### src/logic/vdh_pkg.sv
// Purpose: shared constants and carriers for the video decoder host control block
// Assumes: byte-wide register port behind the serial register interface
// Notes:   offsets are byte sub-addresses of that port
package vdh_pkg;

    localparam logic [7:0] OFS_IRQ_CLEAR   = 8'h1C;
    localparam logic [7:0] OFS_IRQ_MASK    = 8'h1D;
    localparam logic [7:0] OFS_IRQ_CFG     = 8'h1E;
    localparam logic [7:0] OFS_IND_LO      = 8'h21;
    localparam logic [7:0] OFS_IND_HI      = 8'h22;
    localparam logic [7:0] OFS_IND_ADDR    = 8'h23;
    localparam logic [7:0] OFS_IND_STROBE  = 8'h24;
    localparam logic [7:0] OFS_STD_SEL     = 8'h28;
    localparam logic [7:0] OFS_BLUE_GAIN   = 8'h2C;
    localparam logic [7:0] OFS_RED_GAIN    = 8'h2D;
    localparam logic [7:0] OFS_CP_ON       = 8'h2E;
    localparam logic [7:0] OFS_CP_OFF      = 8'h2F;
    localparam logic [7:0] OFS_TIMING_REV  = 8'h30;
    localparam logic [7:0] OFS_PATCH_LOAD  = 8'h7E;
    localparam logic [7:0] OFS_PATCH_RUN   = 8'h7F;
    localparam logic [7:0] OFS_IDENT_HI    = 8'h80;
    localparam logic [7:0] OFS_IDENT_LO    = 8'h81;
    localparam logic [7:0] OFS_IRQ_STATUS  = 8'h86;
    localparam logic [7:0] OFS_IRQ_ACTIVE  = 8'h87;

    // bit 5 of mask and status is reserved
    localparam logic [7:0] IRQ_VALID_BITS  = 8'hDF;
    localparam int         IRQ_CP_BIT      = 6;
    localparam logic [7:0] RST_MASK        = 8'h00;
    localparam logic       RST_POL         = 1'b0;
    localparam logic [3:0] RST_STD         = 4'h0;
    localparam logic [7:0] RST_CP_ON       = 8'h0F;
    localparam logic [7:0] RST_CP_OFF      = 8'h01;

    localparam logic [7:0] OP_RD_BANK0     = 8'h01;
    localparam logic [7:0] OP_WR_BANK0     = 8'h02;
    localparam logic [7:0] OP_RD_BANK2     = 8'h03;
    localparam logic [7:0] OP_WR_BANK2     = 8'h04;
    localparam logic [7:0] OP_RD_BANK3     = 8'h05;
    localparam logic [7:0] OP_WR_BANK3     = 8'h06;
    localparam logic [1:0] BANK_LOW        = 2'h0;
    localparam logic [1:0] BANK_200        = 2'h2;
    localparam logic [1:0] BANK_300        = 2'h3;

    // arbitrary identification values, not tied to any real part
    localparam logic [7:0] IDENT_HI_VAL    = 8'hA5;
    localparam logic [7:0] IDENT_LO_VAL    = 8'h3C;

    typedef struct packed {
        logic       wr;
        logic       rd;
        logic [7:0] addr;
        logic [7:0] wdata;
    } vdh_regreq_t;

    typedef struct packed {
        logic        req;
        logic        we;
        logic [9:0]  addr;
        logic [15:0] wdata;
    } vdh_ind_t;

    typedef enum logic [1:0] {
        IND_IDLE = 2'b01,
        IND_BUSY = 2'b10
    } vdh_ind_state_t;

endpackage : vdh_pkg

### src/logic/vdh_host_regs.sv
// Purpose: host-visible control registers: interrupt B channel, indirect access,
//          standard forcing, copy-protection counters, patch control, identity
// Assumes: register port and decoder-side inputs share clk_sys
// Notes:   register reads answer two cycles later, or after a pending indirect op
`timescale 1ns/1ps

module vdh_host_regs
    import vdh_pkg::*;
(
    input  wire logic        clk_sys,
    input  wire logic        rst_n,
    input  wire vdh_regreq_t reg_req,
    output logic [7:0]       reg_rdata,
    output logic             reg_rvalid,
    input  wire logic [7:0]  irq_events,
    input  wire logic [7:0]  blue_difference_chroma_gain,
    input  wire logic [7:0]  red_difference_chroma_gain,
    input  wire logic        cp_frame_tick,
    input  wire logic        cp_pulses_seen,
    output logic             cp_present,
    output vdh_ind_t         ind_port,
    input  wire logic        ind_ack,
    input  wire logic [15:0] ind_rdata,
    output logic [3:0]       std_select,
    output logic             std_forced,
    output logic             timing_rev_old,
    output logic             patch_wr,
    output logic [7:0]       patch_data,
    output logic             cpu_restart,
    output logic             irq_pin_o,
    output logic             irq_pin_oe
);

    typedef struct packed {
        logic [7:0]     mask;
        logic           pol;
        logic [7:0]     status;
        logic           irq_act;
        logic           pin_o;
        logic           pin_oe;
        logic [7:0]     dlo;
        logic [7:0]     dhi;
        logic [7:0]     taddr;
        logic [7:0]     strobe;
        vdh_ind_state_t ist;
        vdh_ind_t       ind;
        logic [3:0]     std;
        logic           forced;
        logic [7:0]     cp_on;
        logic [7:0]     cp_off;
        logic [7:0]     cp_cnt;
        logic           cp_pres;
        logic           rev_old;
        logic           patch_loaded;
        logic           patch_wr;
        logic [7:0]     patch_data;
        logic           cpu_restart;
        logic           rd_pend;
        logic [7:0]     rd_addr;
        logic [7:0]     rdata;
        logic           rvalid;
    } vdh_state_t;

    vdh_state_t st;
    vdh_state_t next_st;
    logic [1:0] rst_q;
    logic       rst_sync_n;

    ////////////////////////////////////////////////////////////////////////////////
    // reset release
    always_ff @(posedge clk_sys or negedge rst_n) begin
        if (!rst_n) begin
            rst_q <= 2'b00;
        end else begin
            rst_q <= {rst_q[0], 1'b1};
        end
    end
    assign rst_sync_n = rst_q[1];

    ////////////////////////////////////////////////////////////////////////////////
    // read decode
    function automatic logic [7:0] read_mux(input vdh_state_t s, input logic [7:0] a,
                                            input logic [7:0] bg, input logic [7:0] rg);
        logic [7:0] v;
        v = 8'h00;
        if (a == OFS_IRQ_MASK) begin
            v = s.mask;
        end else if (a == OFS_IRQ_CFG) begin
            v = {7'h00, s.pol};
        end else if (a == OFS_IND_LO) begin
            v = s.dlo;
        end else if (a == OFS_IND_HI) begin
            v = s.dhi;
        end else if (a == OFS_IND_ADDR) begin
            v = s.taddr;
        end else if (a == OFS_IND_STROBE) begin
            v = s.strobe;
        end else if (a == OFS_STD_SEL) begin
            v = {4'h0, s.std};
        end else if (a == OFS_BLUE_GAIN) begin
            v = bg;
        end else if (a == OFS_RED_GAIN) begin
            v = rg;
        end else if (a == OFS_CP_ON) begin
            v = s.cp_on;
        end else if (a == OFS_CP_OFF) begin
            v = s.cp_off;
        end else if (a == OFS_TIMING_REV) begin
            v = {7'h00, s.rev_old};
        end else if (a == OFS_IDENT_HI) begin
            v = IDENT_HI_VAL;
        end else if (a == OFS_IDENT_LO) begin
            v = IDENT_LO_VAL;
        end else if (a == OFS_IRQ_STATUS) begin
            v = s.status;
        end else if (a == OFS_IRQ_ACTIVE) begin
            v = {7'h00, s.irq_act};
        end
        return v;
    endfunction : read_mux

    ////////////////////////////////////////////////////////////////////////////////
    // next state
    always_comb begin
        logic       wr_ok;
        logic [7:0] thr;
        logic       cp_flip;
        next_st            = st;
        next_st.patch_wr   = 1'b0;
        next_st.cpu_restart = 1'b0;
        next_st.rvalid     = 1'b0;
        wr_ok              = reg_req.wr && (st.ist == IND_IDLE);
        cp_flip            = 1'b0;
        thr                = 8'h00;

        // indirect completion; data bytes refreshed on reads only, before any deferred read
        if (st.ist == IND_BUSY && ind_ack) begin
            next_st.ind.req = 1'b0;
            next_st.ist     = IND_IDLE;
            if (!st.ind.we) begin
                next_st.dlo = ind_rdata[7:0];
                next_st.dhi = ind_rdata[15:8];
            end
        end

        // register writes; indirect group frozen while an op runs
        if (reg_req.wr) begin
            if (reg_req.addr == OFS_IRQ_MASK) begin
                next_st.mask = reg_req.wdata & IRQ_VALID_BITS;
            end else if (reg_req.addr == OFS_IRQ_CFG) begin
                next_st.pol = reg_req.wdata[0];
            end else if (reg_req.addr == OFS_IND_LO && wr_ok) begin
                next_st.dlo = reg_req.wdata;
            end else if (reg_req.addr == OFS_IND_HI && wr_ok) begin
                next_st.dhi = reg_req.wdata;
            end else if (reg_req.addr == OFS_IND_ADDR && wr_ok) begin
                next_st.taddr = reg_req.wdata;
            end else if (reg_req.addr == OFS_IND_STROBE && wr_ok) begin
                next_st.strobe = reg_req.wdata;
                next_st.ind.wdata = {st.dhi, st.dlo};
                next_st.ind.we = 1'b0;
                next_st.ind.req = 1'b1;
                next_st.ist = IND_BUSY;
                case (reg_req.wdata)
                    OP_RD_BANK0: next_st.ind.addr = {BANK_LOW, st.taddr};
                    OP_WR_BANK0: begin
                        next_st.ind.addr = {BANK_LOW, st.taddr};
                        next_st.ind.we = 1'b1;
                    end
                    OP_RD_BANK2: next_st.ind.addr = {BANK_200, st.taddr};
                    OP_WR_BANK2: begin
                        next_st.ind.addr = {BANK_200, st.taddr};
                        next_st.ind.we = 1'b1;
                    end
                    OP_RD_BANK3: next_st.ind.addr = {BANK_300, st.taddr};
                    OP_WR_BANK3: begin
                        next_st.ind.addr = {BANK_300, st.taddr};
                        next_st.ind.we = 1'b1;
                    end
                    default: begin
                        // undefined code: stored, no operation started
                        next_st.ind.req = 1'b0;
                        next_st.ist = IND_IDLE;
                    end
                endcase
            end else if (reg_req.addr == OFS_STD_SEL) begin
                if (!reg_req.wdata[0]) begin
                    next_st.std = reg_req.wdata[3:0];
                    next_st.forced = (reg_req.wdata[3:0] != RST_STD);
                end
            end else if (reg_req.addr == OFS_CP_ON) begin
                next_st.cp_on = reg_req.wdata;
            end else if (reg_req.addr == OFS_CP_OFF) begin
                next_st.cp_off = reg_req.wdata;
            end else if (reg_req.addr == OFS_TIMING_REV) begin
                next_st.rev_old = reg_req.wdata[0];
            end else if (reg_req.addr == OFS_PATCH_LOAD) begin
                next_st.patch_wr = 1'b1;
                next_st.patch_data = reg_req.wdata;
                next_st.patch_loaded = 1'b1;
            end else if (reg_req.addr == OFS_PATCH_RUN) begin
                // a stray run write without a load is ignored
                next_st.cpu_restart = st.patch_loaded;
                next_st.patch_loaded = 1'b0;
            end
        end

        // copy-protection debounce over frames; zero count acts as one
        if (cp_frame_tick) begin
            thr = cp_pulses_seen ? st.cp_on : st.cp_off;
            if (thr == 8'h00) begin
                thr = 8'h01;
            end
            if (cp_pulses_seen == st.cp_pres) begin
                next_st.cp_cnt = 8'h00;
            end else if (st.cp_cnt + 8'h01 >= thr) begin
                next_st.cp_pres = cp_pulses_seen;
                next_st.cp_cnt = 8'h00;
                cp_flip = 1'b1;
            end else begin
                next_st.cp_cnt = st.cp_cnt + 8'h01;
            end
        end

        // status: clear by write-one, event set wins over the clear
        if (reg_req.wr && reg_req.addr == OFS_IRQ_CLEAR) begin
            next_st.status = st.status & ~reg_req.wdata;
        end
        next_st.status = next_st.status | (irq_events & IRQ_VALID_BITS);
        next_st.status[IRQ_CP_BIT] = next_st.status[IRQ_CP_BIT] | cp_flip;

        // pin follows status and mask of the same cycle
        next_st.irq_act = |(next_st.status & next_st.mask);
        if (next_st.pol) begin
            next_st.pin_o = next_st.irq_act;
            next_st.pin_oe = 1'b1;
        end else begin
            next_st.pin_o = 1'b0;
            next_st.pin_oe = next_st.irq_act;
        end

        // reads wait for a running indirect op to finish
        if (reg_req.rd) begin
            next_st.rd_pend = 1'b1;
            next_st.rd_addr = reg_req.addr;
        end
        if (st.rd_pend && st.ist == IND_IDLE) begin
            next_st.rd_pend = reg_req.rd;
            next_st.rdata = read_mux(st, st.rd_addr, blue_difference_chroma_gain,
                                     red_difference_chroma_gain);
            next_st.rvalid = 1'b1;
        end
    end

    ////////////////////////////////////////////////////////////////////////////////
    // state register
    always_ff @(posedge clk_sys or negedge rst_sync_n) begin
        if (!rst_sync_n) begin
            st <= '{mask: RST_MASK, pol: RST_POL, std: RST_STD, cp_on: RST_CP_ON,
                    cp_off: RST_CP_OFF, ist: IND_IDLE, default: '0};
        end else begin
            st <= next_st;
        end
    end

    assign reg_rdata      = st.rdata;
    assign reg_rvalid     = st.rvalid;
    assign cp_present     = st.cp_pres;
    assign ind_port       = st.ind;
    assign std_select     = st.std;
    assign std_forced     = st.forced;
    assign timing_rev_old = st.rev_old;
    assign patch_wr       = st.patch_wr;
    assign patch_data     = st.patch_data;
    assign cpu_restart    = st.cpu_restart;
    assign irq_pin_o      = st.pin_o;
    assign irq_pin_oe     = st.pin_oe;
endmodule : vdh_host_regs

### config.mk
export PLATFORM = sky130hd
export DESIGN_NAME = vdh_host_regs
export DESIGN_NICKNAME = d
export VERILOG_FILES = /design/src/logic/vdh_pkg.sv /design/src/logic/vdh_host_regs.sv
export SDC_FILE = /design/constraint.sdc
export NUM_CORES = 1
export LEC_CHECK = 0
export BUFFER_PORTS_ARGS = -buffer_cell sky130_fd_sc_hd__buf_2
export CORE_MARGIN = 2
export CORE_UTILIZATION = 54
export CTS_BUF_LIST = sky130_fd_sc_hd__clkbuf_4
export DETAILED_ROUTE_END_ITERATION = 6
export GPL_TIMING_DRIVEN = 1
export PLACE_DENSITY = 0.77
export SETUP_SLACK_MARGIN = 0.5
export SLEW_MARGIN = 20
export SYNTH_ARGS = -nofsm -noshare
export SYNTH_HDL_FRONTEND = slang
export SYNTH_SLANG_ARGS = --single-unit
### constraint.sdc
create_clock -name clk_sys -period 4.2 [get_ports clk_sys]
set_input_delay 0.84 -clock clk_sys [delete_from_list [all_inputs] [get_ports clk_sys]]
set_output_delay 0.84 -clock clk_sys [all_outputs]
set_load 0.01 [all_outputs]
==> results <==
- The portion of netlist area occupied by mux cells is approximately 15%.
- The transition time of the tightest slew-check pin is about 0.96 ns.
- For this design the top-level I/O count stands at about 120.
- The share of total power in combinational logic is about 15%.
- Counting the fill cells in the layout gives about 1,300.
- The share of synthesized area occupied by flip-flops and latches is between 40% and 50%.
- The tree is rooted in a clkbuf_4.
- TritonCTS created 17 clock buffers.
- The total wire length is 21,990 um.
- The distinct cell type count after synthesis is 82.
- The library cell occupying the most area in the post-synthesis netlist is dfrtp_1.
- No sink is reached through more buffers than the 2 on the longest clock path.
- Derived from the worst setup path, the maximum achievable clock frequency is around 320 MHz.
- Measured along the y axis, the die boundary spans between 100 and 150 um.
- The via count of the first global-routing pass came to 6,286.
- For this run, the total global-route usage over all layers was measured as between 20% and 30%.
- Net switching is between 20% and 30% of the power.
- A synthesized cell averages between 10 and 15 um2.
- During synthesis, Yosys emitted a total of 0 warnings.
- The synthesized flop and latch total is about 140.
- The share of the cycle needed by the critical path after routing is 73.73%.
- The floorplan row count is 44.
- Walking the worst path, the cells encountered are buf_2, mux2i_1, nand4_1, o21ai_0, ha_1, nand2b_1, a31oi_1, o21ai_0, a21oi_1, nor2_1, mux2_2.
- At the worst endpoint, the required time is between 4 and 5 ns.
- The placer's final routability congestion estimate is 0.9671.
- The worst setup path is launched from a primary input.
- By area the synthesized netlist is led by dfrtp_1 43%, mux2_1 5.4%, buf_4 4.5%.
- On the final layout, the worst clock skew is 0.02368 ns.
- The run finished with clean final reports.
- The post-synthesis async set-or-reset flop share is 100.0%.
- After layout, the worst setup slack is approximately 1.1 ns.
- For this run, design rule violations remaining after detail routing come to 0.
- The number of antenna violations at the first check in global routing came to 0.
- The initial core utilization is between 50% and 60%.
- In this run, flip-flops and latches consume between 50% and 60% of the power.
- After synthesis, the most frequently instantiated cells are 137 x dfrtp_1, 52 x nor2_1, 48 x buf_4, 47 x a21oi_1, 42 x nand2_1.
- After synthesis, the largest family of logic cells by area is compound AO/OA/AOI/OAI gates.
- The total via count after detailed routing is about 6,400.
- After synthesis the cells add up to about 7900 um2.
- The H-tree generated during clock tree synthesis spans 4 levels.
- The internal power is 1998 uW.
- For this design the static power due to leakage is around 0.0041 uW.
- The min-delay analysis places its worst path in the category primary input to async pin.
- Summed over all nets, the switching power comes to between 800 and 900 uW.
- The max-slew violation total from the final report is 0.
- The first TritonRoute pass finished after 6 iterations.
- The overall power consumption is ~2800 uW.
- For this run the aggregate overflow at the end of global routing stands at 0.
- Setup repair after global routing left no endpoint under its margin.
- The maximum number of pins on one net before global-route repair is 90.
- The critical path data arrival time is around 3.5 ns.
- The repair_antennas step left the layout with diodes totalling 0.
- The die covers 15,660 um2.
- The dominant cell type by count on the critical path is o21ai_0.
- The final routed wire length divided by cell count is 21.91 um.
- In the final layout, the multi-input gates occupy between 3000 and 4000 um2.
- The synthesized netlist devotes between 10% and 20% of its cell area to compound gates.
- The residual antenna-violating net count after detailed routing is 0.
- The worst setup path is of the primary input to flop kind.
- The endpoint kind of the worst setup timing path is a flop.
- The sequential cells in the finished layout cover a total of around 3600 um2.
- Along the worst path, the maximum fanout reaches 10.
- The count of hold buffers inserted by post-cts repair is 0.
- The signed area change from the synthesized netlist to the final layout is 8.382%.
- The standard cell with the maximum stage delay on the critical path is a21oi_1.
- The adder and majority gate portion of the synthesized area is ~1.4%.
- Setup violations remaining at the end of the flow were counted as 0.
- The total negative setup slack is 0 ns.
- The first global-routing pass estimated 34,720 um of wire.
- Clock latency on the worst-skew pair, taken at its later pin, is roughly 0.55 ns.
- In the final design database the tool counted 880 nets.
- Among all flip-flop cells after synthesis, the most frequent one is dfrtp_1.
- The tree built by TritonCTS fans out to roughly 140 sinks.
- Subtracting the final worst setup slack from the clock period gives around 3.1 ns.
- Using the TritonRoute via totals, the vias-per-cell ratio works out to around 6.4.
- The number of synthesized flops with an enable pin is 0.
- In this run the power density over the cells is 330.5 nW/um2.
- The number of hold violations in the final report is 0.
- The worst-case vdd ir drop is around 0.00028 V.
- The number of instances in the synthesized netlist is around 760.
- The most common cell in the synthesized netlist is dfrtp_1.
- The part of the total power dissipated in the clock network is ~33%.
- Summing the areas of all and, or, nand and nor instances in the mapped netlist gives ~14% of the synthesized area.
- Counting every net in the synthesized netlist gives 830.
- The fraction of synthesized cell area in xor and xnor cells is less than 1%.
- Buffers added to address setup during post-CTS repair amount to 0.
- The floorplan step defined a core boundary enclosing approximately 14,000 um2.
- The CTS tree is done.
- The count of buffers added on input and output ports is 116.
- Across the run, the number of max-cap violations was 0.
- The worst slack after detailed placement is ~0.62 ns.
- In the final layout, the share of cells above drive strength 1 is 27.56%.
- For this run, the slowest stage of the critical path takes just over 0.6 ns.
- In this run the biggest area consumer among cell types represents roughly 43% of the synthesized area.
- The width of the die is 125.2 um.
- The headroom to the max-slew limit is approximately 36%.
- After clock tree synthesis, the clock-pin slew on the worst setup and hold paths is 0.12 ns.
- Gates resized during post-CTS repair numbered 0.
- The DRC violation total after the first TritonRoute iteration is approximately 660.
- Detailed placement finished with a half-perimeter wire length of 16,050 um.
## sequential cells by signal, summed over array words and instances, names as in the netlist
name            flops
std_forced          1
reg_rdata           8
irq_pin_oe          1
timing_rev_old      1
st                 86
ind_port           28
patch_wr            1
cp_present          1
reg_rvalid          1
irq_pin_o           1
rst_q               2
cpu_restart         1
patch_data          8
std_select          3
## cell type report
class	count	area share, %
Multi-Input combinational cell	495	42.88
Sequential cell	143	41.79
Timing Repair Buffer	128	8.185
Tap cell	184	2.680
Clock inverter	13	1.893
Clock buffer	18	1.573
Inverter	23	1.005
## routing by layer
metal,GRT usage (%),wire (um)
met5,0,0
met4,10.13,573
met3,7.360,1921
met2,43.80,10190
met1,39.69,9303
## path summary, 6_finish.rpt
kind	end	slack (ns)	from	depth (start not counted)
setup reg to reg	cp_present$_DFFE_PN0P_	1.21	st[31]$_DFFE_PN0P_	10
setup / recovery	cp_present$_DFFE_PN0P_	1.10	cp_pulses_seen	11
hold reg to reg	ind_port[3]$_DFFE_PN0P_	0.31	rst_q[1]$_DFF_PN0_	0
hold / removal	rst_q[1]$_DFF_PN0_	0.05	rst_n	1
max in group asynchronous	st[39]$_DFFE_PN1P_	2.84	rst_q[1]$_DFF_PN0_	2
min in group clk_sys	rst_q[1]$_DFF_PN0_	0.37	rst_q[0]$_DFF_PN0_	0
## logic make-up (layout without fill, tap and decap cells)
group                    Yosys count  count (layout)
multiplexers                     106             106
XOR/XNOR                           8               8
adder cells (fa/ha/maj)            9               9
AO/OA/AOI/OAI                    173             173
buffers and inverters            120             182
other                              2               2
AND/OR/NAND/NOR                  197             197
flip-flops                       143             143
## power groups by stage
stage | logic, uW | registers (uW) | clock network (uW)
3_5_place_dp | 400 | 1510 | 0
3_3_place_gp | 385 | 1510 | 0
6_report | 422 | 1480 | 940
2_1_floorplan | 276 | 1490 | 0
4_1_cts | 403 | 1490 | 958
5_1_grt | 458 | 1480 | 1020
## cell usage in the layout (no fill, tap or decap), types with 21 or more instances in the layout
cell and instances:
nor2_1 52, inv_1 21, dfrtp_1 136, buf_2 116, nand2_1 42, nand3_1 23, a21oi_1 47, o21ai_0 24
mux2_2 31, mux2_1 38, mux2i_1 30
## metrics by stage
step           hold WS [ns]  instance area (um2)  std cells  util, %
6_report            0.05271                 8591       1004    59.56
2_1_floorplan        0.3311                 7928        758        -
4_1_cts            0.007689                 8563       1003    59.37
3_5_place_dp         0.3402                 8265        972    57.30
3_3_place_gp         0.3392                 8265        972    57.30
5_1_grt           0.0006808                 8591       1004    59.56
## worst max-delay path, delay by kind of cell
kind / cells / cell delay (ns)
buffers and inverters: 1 / 0.25
AO/OA/AOI/OAI: 4 / 1.17
AND/OR/NAND/NOR: 3 / 0.38
multiplexers: 2 / 0.65
adder cells (fa/ha/maj): 1 / 0.26
(Power assumes the default switching activity.)
